### config.mk
export PLATFORM = sky130hd
export DESIGN_NAME = dct_timers
export DESIGN_NICKNAME = d
export VERILOG_FILES = /design/src/design/dct_pkg.sv /design/src/design/dct_timers.sv
export SDC_FILE = /design/constraint.sdc
export NUM_CORES = 1
export LEC_CHECK = 0
export ABC_AREA = 1
export BUFFER_PORTS_ARGS = -buffer_cell sky130_fd_sc_hd__buf_2
export CORE_ASPECT_RATIO = 1.2
export CORE_MARGIN = 2
export CORE_UTILIZATION = 66
export CTS_CLUSTER_DIAMETER = 200
export DETAILED_ROUTE_END_ITERATION = 7
export PLACE_DENSITY = 0.88
export SYNTH_ARGS = -nofsm -noshare
export SYNTH_HDL_FRONTEND = slang
export SYNTH_SLANG_ARGS = --single-unit
### constraint.sdc
create_clock -name clock -period 5.05 [get_ports clock]
set_input_delay 0.505 -clock clock [delete_from_list [all_inputs] [get_ports clock]]
set_output_delay 0.505 -clock clock [all_outputs]
set_load 0.01 [all_outputs]
### src/design/dct_pkg.sv
// Constants and types shared by the dual counter/timer block
package dct_pkg;
    // Register addresses on the special function register port
    localparam logic [7:0] DCT_ADDR_TCTRL = 8'h88; // timer_control
    localparam logic [7:0] DCT_ADDR_TMODE = 8'h89; // timer_mode_reg
    localparam logic [7:0] DCT_ADDR_T0LO  = 8'h8A; // timer_zero_low_byte
    localparam logic [7:0] DCT_ADDR_T1LO  = 8'h8B; // timer_one_low_byte
    localparam logic [7:0] DCT_ADDR_T0HI  = 8'h8C; // timer_zero_high_byte
    localparam logic [7:0] DCT_ADDR_T1HI  = 8'h8D; // timer_one_high_byte
    localparam logic [7:0] DCT_ADDR_CKSEL = 8'h8E; // timer_clock_select
    // Values after reset
    localparam logic [7:0] DCT_RST_BYTE   = 8'h00;
    // Writable and readable bits of timer_clock_select
    localparam logic [7:0] DCT_CKSEL_MASK = 8'h7B;
    // Field positions in timer_clock_select
    localparam int DCT_CK_RLD_HI  = 6; // reload_timer_high_clk_sel
    localparam int DCT_CK_RLD_LO  = 5; // reload_timer_low_clk_sel
    localparam int DCT_CK_T0      = 3; // timer_zero_clk_sel, timer one at +1
    // Field positions in timer_control (timer one at +2)
    localparam int DCT_TC_RUN0    = 4;
    localparam int DCT_TC_OVF0    = 5;
    // Field positions in each timer nibble of timer_mode_reg
    localparam int DCT_TM_NIB     = 4;
    localparam int DCT_TM_CTSEL   = 2;
    localparam int DCT_TM_GATE    = 3;
    // Prescale division counts in system clock cycles
    localparam logic [5:0] DCT_DIV_12 = 6'h0C;
    localparam logic [5:0] DCT_DIV_4  = 6'h04;
    localparam logic [5:0] DCT_DIV_48 = 6'h30;
    // Last count of the external clock divide by eight
    localparam logic [2:0] DCT_EXT_LAST = 3'h7;
    // Last count of the fixed divide by twelve for the reload timer
    localparam logic [3:0] DCT_D12_LAST = 4'hB;
    // Prescale select codes
    typedef enum logic [1:0] {
        DCT_PS_12  = 2'b00,
        DCT_PS_4   = 2'b01,
        DCT_PS_48  = 2'b10,
        DCT_PS_EXT = 2'b11
    } dct_ps_t;
    // Timer modes
    typedef enum logic [1:0] {
        DCT_M13   = 2'b00,
        DCT_M16   = 2'b01,
        DCT_M8R   = 2'b10,
        DCT_MSPLT = 2'b11
    } dct_mode_t;
endpackage

### src/design/dct_timers.sv
// Two counter/timers with their clock selection and register port
// Functional notes
// RL1 - Clock-select bits 7 and 2 read zero
// RL2 - Bit 6 picks reload high byte clock
// RL3 - Bit 5 picks reload timer low clock
// RL4 - Bit 4: timer one prescaler or sysclk
// RL5 - Bit 3: timer zero prescaler or sysclk
// RL6 - Prescale divides 12, 4, 48, ext/8
// RL7 - Count held as two separate bytes
// RL8 - Mode 0 uses thirteen bits, low five
// RL9 - Thirteen-bit wrap sets overflow flag
// RL10 - Counter select counts pin falling edges
// RL11 - Run bit and gate enable counting
// RL12 - Setting run keeps count value
// RL13 - Software loads count before run
// RL14 - Timer one mirrors timer zero
// RL15 - Mode 1 uses all sixteen bits
// RL16 - Mode 2 reloads low from high
// RL17 - Software presets low byte in mode 2
// RL18 - Timers configured independently
// RL19 - Interrupt request only when enabled
// RL20 - Counts pin events up to quarter rate
// RL21 - Overflow flag set, cleared, vector-cleared
// RL22 - Two-stage sync, one-cycle edge enable
module dct_timers (
    // Clock and reset
    input  wire logic       clock,
    input  wire logic       nrst,
    // Special function register port
    input  wire logic [7:0] sfr_addr,
    input  wire logic       sfr_wr,
    input  wire logic       sfr_rd,
    input  wire logic [7:0] sfr_wdata,
    output logic      [7:0] sfr_rdata,
    // Asynchronous pins
    input  wire logic       count_pin_zero,
    input  wire logic       count_pin_one,
    input  wire logic       gate_input_zero,
    input  wire logic       gate_input_one,
    input  wire logic       ext_clk_in,
    // Settings from neighbouring blocks
    input  wire logic       gate_zero_polarity,
    input  wire logic       gate_one_polarity,
    input  wire logic       timer_zero_irq_en,
    input  wire logic       timer_one_irq_en,
    input  wire logic       reload_timer_clk_source,
    input  wire logic       reload_timer_split,
    input  wire logic       isr_vector_zero,
    input  wire logic       isr_vector_one,
    // Requests and ticks
    output logic            timer_zero_irq,
    output logic            timer_one_irq,
    output logic            timer_zero_ovf_pulse,
    output logic            timer_one_ovf_pulse,
    output logic            reload_timer_low_tick,
    output logic            reload_timer_high_tick
);
    import dct_pkg::*;

    logic [7:0] tctrl_r;      // timer_control
    logic [7:0] tmode_r;      // timer_mode_reg
    logic [7:0] cksel_r;      // timer_clock_select
    logic [7:0] lo_r [2];     // Low count bytes
    logic [7:0] hi_r [2];     // High count bytes
    logic [4:0] s1_r;         // First sync stage
    logic [4:0] s2_r;         // Second sync stage
    logic [4:0] s3_r;         // Edge history
    logic [1:0] cnt_fall;     // Count pin falling edges
    logic       ext_rise;     // External clock rising edge
    logic [2:0] ext_cnt_r;    // External divide by eight
    logic       ext_tick;     // External clock / 8 enable
    logic [5:0] pre_cnt_r;    // Prescale counter
    logic [5:0] pre_lim;      // Prescale division
    logic       pre_tick;     // Prescaled clock enable
    logic [3:0] d12_cnt_r;    // Reload timer divide by twelve
    logic       d12_tick;     // Sysclk / 12 enable
    logic [1:0] tick;         // Per-timer count enable
    logic [1:0] ovf_set;      // Per-timer overflow event
    logic [1:0] vec_clr;      // Vector acknowledges
    logic [1:0] irq_en;       // Interrupt enables
    logic [1:0] gate_pol;     // Gate active levels
    logic [3:0] chk_gap_r;    // Cycles since a divide-by-twelve tick

    assign vec_clr  = {isr_vector_one, isr_vector_zero};
    assign irq_en   = {timer_one_irq_en, timer_zero_irq_en};
    assign gate_pol = {gate_one_polarity, gate_zero_polarity};

    // Two-stage synchronisers plus edge history
    always_ff @(posedge clock or negedge nrst) begin
        if (!nrst) begin
            s1_r <= 5'h1F;
            s2_r <= 5'h1F;
            s3_r <= 5'h1F;
        end else begin
            s1_r <= {ext_clk_in, gate_input_one, gate_input_zero,
                     count_pin_one, count_pin_zero}; // RL22
            s2_r <= s1_r; // RL22
            s3_r <= s2_r;
        end
    end

    // One-cycle enables from synchronised edges
    assign cnt_fall = s3_r[1:0] & ~s2_r[1:0]; // RL10 RL22 RL20
    assign ext_rise = s2_r[4] & ~s3_r[4]; // RL22

    // External clock divided by eight
    always_ff @(posedge clock or negedge nrst) begin
        if (!nrst) begin
            ext_cnt_r <= 3'h0;
        end else if (ext_rise) begin
            ext_cnt_r <= ext_cnt_r + 3'h1;
        end
    end
    assign ext_tick = ext_rise && (ext_cnt_r == DCT_EXT_LAST); // RL6

    // Prescale division chosen by prescale_select
    always_comb begin
        unique case (dct_ps_t'(cksel_r[1:0]))
            DCT_PS_12: pre_lim = DCT_DIV_12;
            DCT_PS_4:  pre_lim = DCT_DIV_4;
            DCT_PS_48: pre_lim = DCT_DIV_48;
            DCT_PS_EXT: pre_lim = DCT_DIV_4;
        endcase
    end

    // Prescale counter, wraps at the chosen division
    always_ff @(posedge clock or negedge nrst) begin
        if (!nrst) begin
            pre_cnt_r <= 6'h00;
        end else if (pre_cnt_r >= pre_lim - 6'h01) begin
            pre_cnt_r <= 6'h00;
        end else begin
            pre_cnt_r <= pre_cnt_r + 6'h01;
        end
    end
    assign pre_tick = (cksel_r[1:0] == DCT_PS_EXT) ? ext_tick
                                                   : (pre_cnt_r >= pre_lim - 6'h01); // RL6

    // Check helper: gap since a divide-by-twelve tick, 4'hF while disarmed
    always_ff @(posedge clock or negedge nrst) begin
        if (!nrst) begin
            chk_gap_r <= 4'hF;
        end else if (cksel_r[1:0] != 2'h0 || sfr_wr) begin
            chk_gap_r <= 4'hF;
        end else if (pre_tick) begin
            chk_gap_r <= 4'h0;
        end else if (chk_gap_r != 4'hF) begin
            chk_gap_r <= chk_gap_r + 4'h1;
        end
    end

    // Fixed divide by twelve for the reload timer
    always_ff @(posedge clock or negedge nrst) begin
        if (!nrst) begin
            d12_cnt_r <= 4'h0;
        end else if (d12_cnt_r == DCT_D12_LAST) begin
            d12_cnt_r <= 4'h0;
        end else begin
            d12_cnt_r <= d12_cnt_r + 4'h1;
        end
    end
    assign d12_tick = (d12_cnt_r == DCT_D12_LAST);

    // Reload timer clock enables
    always_ff @(posedge clock or negedge nrst) begin
        if (!nrst) begin
            reload_timer_low_tick  <= 1'b0;
            reload_timer_high_tick <= 1'b0;
        end else begin
            // Low byte, or the whole timer when not split
            reload_timer_low_tick <= cksel_r[DCT_CK_RLD_LO] |
                (reload_timer_clk_source ? ext_tick : d12_tick); // RL3
            // High byte follows its own select only when split
            reload_timer_high_tick <= cksel_r[reload_timer_split ? DCT_CK_RLD_HI
                                                                 : DCT_CK_RLD_LO] |
                (reload_timer_clk_source ? ext_tick : d12_tick); // RL2
        end
    end

    // timer_clock_select, reserved bits held at zero
    always_ff @(posedge clock or negedge nrst) begin
        if (!nrst) begin
            cksel_r <= DCT_RST_BYTE;
        end else if (sfr_wr && sfr_addr == DCT_ADDR_CKSEL) begin
            cksel_r <= sfr_wdata & DCT_CKSEL_MASK; // RL1
        end
    end

    // timer_mode_reg
    always_ff @(posedge clock or negedge nrst) begin
        if (!nrst) begin
            tmode_r <= DCT_RST_BYTE;
        end else if (sfr_wr && sfr_addr == DCT_ADDR_TMODE) begin
            tmode_r <= sfr_wdata;
        end
    end

    // timer_control: overflow set beats software or vector clear
    always_ff @(posedge clock or negedge nrst) begin
        if (!nrst) begin
            tctrl_r <= DCT_RST_BYTE;
        end else begin
            for (int i = 0; i < 2; i++) begin
                if (ovf_set[i]) begin
                    tctrl_r[DCT_TC_OVF0 + 2 * i] <= 1'b1; // RL21 RL9
                end else if (vec_clr[i]) begin
                    tctrl_r[DCT_TC_OVF0 + 2 * i] <= 1'b0; // RL21
                end else if (sfr_wr && sfr_addr == DCT_ADDR_TCTRL) begin
                    tctrl_r[DCT_TC_OVF0 + 2 * i] <= sfr_wdata[DCT_TC_OVF0 + 2 * i];
                end
            end
            // Run bits and external interrupt bits are plain storage
            if (sfr_wr && sfr_addr == DCT_ADDR_TCTRL) begin
                tctrl_r[6] <= sfr_wdata[6];
                tctrl_r[4] <= sfr_wdata[4];
                tctrl_r[3:0] <= sfr_wdata[3:0];
            end
        end
    end

    // One counter per timer, each from its own settings
    for (genvar i = 0; i < 2; i++) begin : g_tmr // RL14 RL18
        dct_mode_t  mode;     // Selected mode
        logic       gate_ok;  // Gate allows counting
        logic       src;      // Selected clock enable
        logic       wr_lo;    // Low byte write
        logic       wr_hi;    // High byte write
        logic [7:0] lo_nxt;   // Next low byte
        logic [7:0] hi_nxt;   // Next high byte
        logic       wrap;     // Count wraps this tick
        logic [12:0] c13;     // Thirteen-bit count

        assign mode    = dct_mode_t'(tmode_r[DCT_TM_NIB * i +: 2]);
        assign gate_ok = ~tmode_r[DCT_TM_NIB * i + DCT_TM_GATE] |
                         (s2_r[2 + i] == gate_pol[i]); // RL11
        // Pin edges replace the clock when counter select is set
        assign src = tmode_r[DCT_TM_NIB * i + DCT_TM_CTSEL] ? cnt_fall[i]
                   : (cksel_r[DCT_CK_T0 + i] | pre_tick); // RL10 RL4 RL5
        assign tick[i] = tctrl_r[DCT_TC_RUN0 + 2 * i] & gate_ok & src &
                         (mode != DCT_MSPLT); // RL11
        assign wr_lo = sfr_wr && sfr_addr == 8'(DCT_ADDR_T0LO + i);
        assign wr_hi = sfr_wr && sfr_addr == 8'(DCT_ADDR_T0HI + i);
        assign c13   = {hi_r[i], lo_r[i][4:0]} + 13'h0001;

        // Increment and wrap per mode
        always_comb begin
            lo_nxt = lo_r[i];
            hi_nxt = hi_r[i];
            wrap   = 1'b0;
            unique case (mode)
                DCT_M13: begin
                    // Upper three low bits left as they were
                    lo_nxt = {lo_r[i][7:5], c13[4:0]}; // RL8
                    hi_nxt = c13[12:5];
                    wrap   = (c13 == 13'h0000); // RL9
                end
                DCT_M16: begin
                    {hi_nxt, lo_nxt} = {hi_r[i], lo_r[i]} + 16'h0001; // RL15
                    wrap = ({hi_r[i], lo_r[i]} == 16'hFFFF); // RL15
                end
                DCT_M8R: begin
                    wrap   = (lo_r[i] == 8'hFF);
                    lo_nxt = wrap ? hi_r[i] : lo_r[i] + 8'h01; // RL16
                end
                DCT_MSPLT: begin
                    wrap = 1'b0;
                end
            endcase
        end
        assign ovf_set[i] = tick[i] & wrap;

        // Count bytes: software write wins over a count step
        always_ff @(posedge clock or negedge nrst) begin
            if (!nrst) begin
                lo_r[i] <= DCT_RST_BYTE;
                hi_r[i] <= DCT_RST_BYTE;
            end else begin
                if (wr_lo) begin
                    lo_r[i] <= sfr_wdata; // RL7
                end else if (tick[i]) begin
                    lo_r[i] <= lo_nxt; // RL12
                end
                if (wr_hi) begin
                    hi_r[i] <= sfr_wdata; // RL7
                end else if (tick[i]) begin
                    hi_r[i] <= hi_nxt;
                end
            end
        end
    end

    // Overflow pulses and gated interrupt requests
    always_ff @(posedge clock or negedge nrst) begin
        if (!nrst) begin
            timer_zero_ovf_pulse <= 1'b0;
            timer_one_ovf_pulse  <= 1'b0;
            timer_zero_irq       <= 1'b0;
            timer_one_irq        <= 1'b0;
        end else begin
            timer_zero_ovf_pulse <= ovf_set[0];
            timer_one_ovf_pulse  <= ovf_set[1];
            timer_zero_irq <= tctrl_r[DCT_TC_OVF0] & irq_en[0]; // RL19
            timer_one_irq  <= tctrl_r[DCT_TC_OVF0 + 2] & irq_en[1]; // RL19
        end
    end

    // Read data, registered one cycle after the read strobe
    always_ff @(posedge clock or negedge nrst) begin
        if (!nrst) begin
            sfr_rdata <= DCT_RST_BYTE;
        end else if (sfr_rd) begin
            unique case (sfr_addr)
                DCT_ADDR_TCTRL: sfr_rdata <= tctrl_r;
                DCT_ADDR_TMODE: sfr_rdata <= tmode_r;
                DCT_ADDR_T0LO:  sfr_rdata <= lo_r[0];
                DCT_ADDR_T1LO:  sfr_rdata <= lo_r[1];
                DCT_ADDR_T0HI:  sfr_rdata <= hi_r[0];
                DCT_ADDR_T1HI:  sfr_rdata <= hi_r[1];
                DCT_ADDR_CKSEL: sfr_rdata <= cksel_r & DCT_CKSEL_MASK; // RL1
                default:        sfr_rdata <= DCT_RST_BYTE;
            endcase
        end
    end

    // Checks on the register, counting and interrupt behaviour
    a_cksel_reserved: assert property (@(posedge clock) disable iff (!nrst) // RL1
        (sfr_wr && sfr_addr == DCT_ADDR_CKSEL) |=> (cksel_r[7] == 1'b0 && cksel_r[2] == 1'b0 &&
        cksel_r[6:3] == $past(sfr_wdata[6:3])))
        else $error("clock select reserved bits not zero");
    a_prescale_twelve: assert property (@(posedge clock) disable iff (!nrst) // RL6
        (chk_gap_r != 4'hF) |-> (pre_tick == (chk_gap_r == DCT_D12_LAST)))
        else $error("prescale by twelve period wrong");
    a_edge_single: assert property (@(posedge clock) disable iff (!nrst) // RL22
        (cnt_fall != 2'b00) |=> (cnt_fall == 2'b00))
        else $error("count edge enable longer than one cycle");
    a_mode2_reload: assert property (@(posedge clock) disable iff (!nrst) // RL16
        (tick[0] && tmode_r[1:0] == 2'b10 && lo_r[0] == 8'hFF && !sfr_wr)
        |=> (lo_r[0] == hi_r[0] && lo_r[0] == $past(hi_r[0]) && tctrl_r[5]))
        else $error("mode two reload or flag wrong");
    a_mode0_wrap: assert property (@(posedge clock) disable iff (!nrst) // RL9
        (tick[1] && tmode_r[5:4] == 2'b00 && hi_r[1] == 8'hFF && lo_r[1][4:0] == 5'h1F
        && !sfr_wr) |=> (hi_r[1] == 8'h00 && lo_r[1][4:0] == 5'h00 && tctrl_r[7]))
        else $error("thirteen bit wrap wrong");
    a_run_hold: assert property (@(posedge clock) disable iff (!nrst) // RL11
        (!tctrl_r[4] && !sfr_wr) |=> ($stable(lo_r[0]) && $stable(hi_r[0])))
        else $error("timer zero moved while stopped");
    a_sysclk_step: assert property (@(posedge clock) disable iff (!nrst) // RL5
        (tctrl_r[4] && tmode_r[3:0] == 4'h1 && cksel_r[3] && !sfr_wr)
        |=> ({hi_r[0], lo_r[0]} == $past({hi_r[0], lo_r[0]}) + 16'h0001))
        else $error("timer zero not stepping on system clock");
    a_irq_gate: assert property (@(posedge clock) disable iff (!nrst) // RL19
        timer_one_irq |-> $past(irq_en[1] && tctrl_r[7]))
        else $error("timer one request without enable and flag");
    a_flag_set_wins: assert property (@(posedge clock) disable iff (!nrst) // RL21
        (ovf_set[0] && vec_clr[0]) |=> tctrl_r[5])
        else $error("overflow lost against clear");
endmodule

Yosys cells after proc, flatten, opt, wreduce, memory -nomap -nowiden
Index checks and enable logic that the tools add are counted.
- bits in registers: 96
- output and inout port bits: 14
- logic and storage cells: 152
- $add $sub $neg: 10
- $lt $le $gt $ge: 2
- equal/unequal tests: 28
- muxes and demuxes: 34
- bitwise operators: 22
- reduce and logical (&&, ||, !) cells: 32
- operator list (operator ; number):
    $mux 8 ; 10
    $eq 8x8->1 const B ; 9
    $pmux 8 s7 ; 1
    $pmux 8 s3 ; 2
    $add 16x1->16 const B ; 2
    $eq 16x16->1 const B ; 2
    $pmux 8 s2 ; 2
    $add 13x1->13 const B ; 2
    $logic_not 13->1 ; 2
    $pmux 6 s3 ; 1
    $reduce_bool 3->1 ; 6
    $add 8x1->8 const B ; 2
    $eq 2x2->1 const B ; 6
    $mux 1 ; 12
    $and 1x1->1 ; 11
    $logic_and 1x1->1 ; 8
    $ne 2x2->1 const B ; 4
    $pmux 1 s4 ; 2
    $reduce_and 2->1 ; 4
    $reduce_bool 2->1 ; 4
    $reduce_bool 4->1 ; 2
    $add 6x1->6 const B ; 1
    $eq 2x1->1 const B ; 3
    $ge 6x6->1 ; 1
    18 further kinds ; 29

Logic depth before layout (Yosys ltp)
- word-level depth: 12
- mapped depth: 14
- mapped depth without buffers: 13

Worst setup path before layout
No wires, ideal clock.
- kind: flip-flop to flip-flop
- start: register cksel_r[0]
- end: register lo_r[0] (netlist name)
- setup time: 0.117 ns
- data arrival time: 1.794 ns
- path slack: 3.139 ns
- cell stages (with the launch flop): 12
- path buffers: 0
- cells stage by stage: dfrtp_1 -> inv_1 -> nand2_1 -> ha_1 -> a21oi_1 -> nand3_2 -> nand2_1 -> nand3_1 -> nand3b_1 -> nand2_1 -> nand2_1 -> nand2_1
- word-level cells in the longest chain between the ends: 12
- elaborated cells between the ends (all ways): 15
- classes of those cells: 1 x add/sub; 1 x order compare; 3 x eq/ne; 3 x mux; 3 x bitwise; 4 x reduce/logical
- RTL lines (what ; line ; RTL):
    from (decl) ; dct_timers.sv:62 ; logic [7:0] cksel_r;
    from (signal assigned) ; dct_timers.sv:185 ; cksel_r <= sfr_wdata & DCT_CKSEL_MASK;
    $eq 2x2->1 / $eq 2x1->1 (equally long branches) ; dct_timers.sv:118, dct_timers.sv:136 ;
    $reduce_or 2->1 (no source line) ; n/a ;
    $pmux 6 s3 ; dct_timers.sv:118 ; unique case (dct_ps_t'(cksel_r[1:0]))
    $sub 6x1->6 ; dct_timers.sv:137 ; : (pre_cnt_r >= pre_lim - 6'h01);
    $ge 6x6->1 ; dct_timers.sv:137 ;
    $mux 1 (*) ; dct_timers.sv:136 ; assign pre_tick = (cksel_r[1:0] == DCT_PS_EXT) ? ext_tick
    $or 1x1->1 (*) ; dct_timers.sv:238 ; : (cksel_r[DCT_CK_T0 + i] | pre_tick);
    $mux 1 (*) ; dct_timers.sv:237 ; assign src = tmode_r[DCT_TM_NIB * i + DCT_TM_CTSEL] ? cnt_fall[i]
    $and 1x1->1 (*) (2 in series) ; dct_timers.sv:239 ; assign tick[i] = tctrl_r[DCT_TC_RUN0 + 2 * i] & gate_ok & src &
    $reduce_bool 2->1 (no source line) (*) ; n/a ;
    $reduce_and 2->1 (no source line) (*) ; n/a ;
    to (signal, indexed assignment) ; dct_timers.sv:279 ; lo_r[i] <= sfr_wdata;
    to (signal, indexed assignment) ; dct_timers.sv:281 ; lo_r[i] <= lo_nxt;
    to (decl) ; dct_timers.sv:63 ; logic [7:0] lo_r [2];
Every way passes the cells marked *; elsewhere a longest branch is shown, timed or not. The select of a mux whose other input is x is not followed.
A chain may end at the register's enable or synchronous reset.

Worst setup path in the final report
- start: register tmode_r[1]
- end: register hi_r[10] (netlist name)
- word-level cells in the longest chain between the ends: 4
- elaborated cells between the ends (all ways): 10
- classes of those cells: 2 x eq/ne; 3 x mux; 1 x bitwise; 4 x reduce/logical
- RTL lines (what ; line ; RTL):
    from (decl) ; dct_timers.sv:61 ; logic [7:0] tmode_r;
    from (signal assigned) ; dct_timers.sv:194 ; tmode_r <= sfr_wdata;
    $eq 2x1->1 (tied with other cells) ; dct_timers.sv:250 ; unique case (mode)
    $pmux 8 s2 / $and 1x1->1 (equally long branches) ; dct_timers.sv:250, dct_timers.sv:239 ;
    $mux 8 / $reduce_bool 2->1 (equally long branches) ; n/a ;
    $mux 8 / $reduce_and 2->1 (equally long branches) ; n/a ;
    to (signal, indexed assignment) ; dct_timers.sv:284 ; hi_r[i] <= sfr_wdata;
    to (signal, indexed assignment) ; dct_timers.sv:286 ; hi_r[i] <= hi_nxt;
    to (decl) ; dct_timers.sv:64 ; logic [7:0] hi_r [2];
Several ways; a longest one is shown, not always the timed one. The select of a mux whose other input is x is not followed.

==> impl_metrics.json <==
{
  "outcome": "completed",
  "final_cell_area_um2": 6960,
  "synth_edf_count": 0,
  "critPathLaunchType": "flop",
  "cts_root_buf": "clkbuf_16",
  "rsz0062_at_grt": "false",
  "ys_seq_area_share_pct": 37.2,
  "post_cts_buffers": 0,
  "fin_ws_ns": 2.66,
  "crit_chain": "inv_1 > ha_1 > inv_1 > nand2_1 > nand3_2 > nand2_1 > nand2_1 > o21ai_1",
  "endpoint_kind": "flop",
  "cp_max_fo": 15,
  "grt_pass1_wl_um": 31100,
  "wl_per_cell_um": 17.6,
  "vias": 6483,
  "synth.avg_cell_area_um2": 6.95,
  "drv_slew": 0,
  "seqCellArea_um2": 2370,
  "cts_tree": "done",
  "reg2reg_depth": 8,
  "path_common_cell": "nand2_1",
  "dp_hpwl_um": 14400,
  "holdBufCountCts": 0,
  "finalCritPeriodShare_pct": 47.4,
  "synth-simple-area-share_pct": 36.5,
  "drt_first_pass_iters": 8,
  "die_h_um": 112,
  "ant_nets": 0,
  "n_antenna_cell": 0,
  "worstPathArrival_ns": 2.67,
  "areaGrowthSynthToFinish_pct": 9.23,
  "fin_nets": 1008,
  "clkTransAtPathRegs_ns": 0.07,
  "antenna_found_initial": 0,
  "initial_core_util_pct": 67.3,
  "synth_xor_area_share_pct": 2.06,
  "placed_cell_area_um2": 6660,
  "regToRegEndpoint": "hi_r[10]",
  "maxCapViolCount": 0,
  "slowest_stage": "ha_1",
  "drcViolationCount": 0,
  "cts_resized": 0,
  "ys_types": 44,
  "final_hold_viol_count": 0,
  "grt_pass1_vias": 6221,
  "synth_ff_type": "dfrtp_1",
  "drtIter0Drc": 734,
  "required_ns": 5.32,
  "synthAdderAreaFrac_pct": 3.73,
  "clkSinkCount": 94,
  "cellPowerDensity_nw_per_um2": 328,
  "postSynthCellCount": 917,
  "n_fill_cell": 806,
  "instances_no_fill": 1084,
  "yosys.area.top_type": "dfrtp_1",
  "worstHoldPathType": "in2async",
  "clk_path_buf_depth": 2,
  "critical_path.n_buffers_inverters": 2,
  "synth.top_cells.by_area": "dfrtp_1 32%, nand2_1 17%, nand3_1 7.2%",
  "gp_congestion": 1.03,
  "dp_cells": 1068,
  "grt_max_degree": 56,
  "preCtsSetupSlack_ns": 2.56,
  "rows": 39,
  "netlist_area_um2": 6370,
  "finalSetupTns_ns": 0,
  "num_io_pins": 47,
  "fin_skew_ns": 0.0149,
  "r2r_start": "tmode_r[1]",
  "layout_common_cells": "296 x nand2_1, 101 x inv_1, 92 x nand3_1, 81 x dfrtp_1, 72 x nor2_1",
  "crit_family": "simple AND/OR/NAND/NOR gates",
  "clock_latency_ns": 0.36,
  "ys_async_sr_fraction_pct": 100,
  "multi_input_area_um2": 3490,
  "rrSetupSlack_ns": 2.66,
  "cts_buffers": 9,
  "max_slew_margin_pct": 53.8,
  "htree_levels": 3,
  "grt_use_total_pct": 38.5,
  "critical_path_class": "reg2reg",
  "synth_compound_area_share_pct": 12.1,
  "synthMuxAreaShare_pct": 0.353,
  "yosys_warnings": 0,
  "setup_viol": 0,
  "yosys.area.top_type_share_pct": 31.8,
  "synth_top_family_by_area": "simple AND/OR/NAND/NOR gates",
  "drive_gt1_share_pct": 12.3,
  "fmax_ghz": 0.418,
  "p_leak_uw": 0.00347,
  "peakVddDrop_mv": 0.242,
  "cp_slowest_stage_delay_ns": 0.57,
  "synth_nets": 969,
  "grt_overflow_total": 0,
  "postRouteWirelength_um": 19100,
  "worst_pin_slew_ns": 0.693,
  "min_period_ns": 2.40,
  "final_common_cell": "nand2_1",
  "io_buffers": 46,
  "detail_route.vias_per_cell": 5.98,
  "fp.dieW_um": 93.7,
  "dieArea_um2": 10500,
  "fp.coreArea_um2": 9470,
  "ys_ff_latch": 94
}
[layer usage]
layer / routed length [µm] / up-vias / track usage [%]
met5: 0 / - / 0
met4: 1210 / 0 / 23.3
met3: 1770 / 114 / 8.25
met2: 9130 / 373 / 61.4
met1: 6950 / 2922 / 47.4
li1: - / 3074 / -
[power breakdown]
part | internal, µW | leakage [µW] | switching, µW
clock network | 361 | 0.000148 | 328
registers | 848 | 0.00120 | 122
logic | 205 | 0.00212 | 422
total | 1410 | 0.00347 | 873
[registers in the layout, indices dropped and copies added, names as in the netlist, 3 cells and up]
signal	flops
sfr_rdata	8
ext_cnt_r	3
s1_r	5
s2_r	5
tctrl_r	8
tmode_r	8
cksel_r	6
hi_r	16
pre_cnt_r	6
s3_r	3
d12_cnt_r	4
lo_r	16
[metrics by stage]
step	util (%)	hold slack (ns)	power, µW
5_1_grt	73.5	0.152	2410
4_1_cts	73.5	0.126	2270
3_5_place_dp	70.4	0.347	1590
3_3_place_gp	70.4	0.345	1570
2_1_floorplan	-	0.209	1390
6_report	73.5	0.116	2290
[Yosys cell counts (all sizes together), types with 2 or more instances]
| cell | instances |
|---|---|
| o211ai | 11 |
| nand3b | 2 |
| o221ai | 5 |
| nand2 | 305 |
| mux2 | 2 |
| nor3b | 2 |
| nor2 | 83 |
| clkbuf | 6 |
| clkinv | 2 |
| xnor2 | 3 |
| o21ai | 79 |
| o21bai | 2 |
| dfrtp | 81 |
| nor3 | 9 |
| o22ai | 13 |
| nand4 | 16 |
| ha | 19 |
| a21oi | 23 |
| inv | 106 |
| nand3 | 102 |
| buf | 13 |
| dfstp | 13 |
| xor2 | 12 |
[cell families (layout without fill, tap and decap cells)]
kind of cell	after synthesis	count (layout)
AO/OA/AOI/OAI	138	138
XOR/XNOR	15	15
adder cells (fa/ha/maj)	19	19
buffers and inverters	127	171
flip-flops	94	94
multiplexers	2	2
other	1	1
AND/OR/NAND/NOR	521	521
[worst reg2reg max path: stages, from the launching register on]
cell	delay [ns]
dfrtp_1	0.43
inv_1	0.16
ha_1	0.57
inv_1	0.33
nand2_1	0.15
nand3_2	0.15
nand2_1	0.37
nand2_1	0.09
o21ai_1	0.08
[area by class of cell]
cell class	count	area share [%]
multi-input combinational	696	50.2
timing repair buffer	47	3.45
sequential	94	34.0
clock inverter	6	0.827
inverter	108	5.84
clock buffer	10	3.43
tap	123	2.21
[how the worst max path moves through the flow]
| stage | startpoint | to | slack [ns] | depth (start not counted) |
|---|---|---|---|---|
| floorplan | cksel_r[0] | lo_r[0] | 3.14 | 11 |
| global route | cksel_r[0] | lo_r[10] | 2.45 | 11 |
| CTS | cksel_r[0] | hi_r[13] | 2.70 | 11 |
| detailed placement | sfr_addr[5] | hi_r[0] | 2.56 | 11 |
| finish | tmode_r[1] | hi_r[10] | 2.66 | 8 |
| global placement | sfr_addr[5] | hi_r[0] | 2.63 | 11 |
No activity file was read; power rests on OpenSTA's default activity.
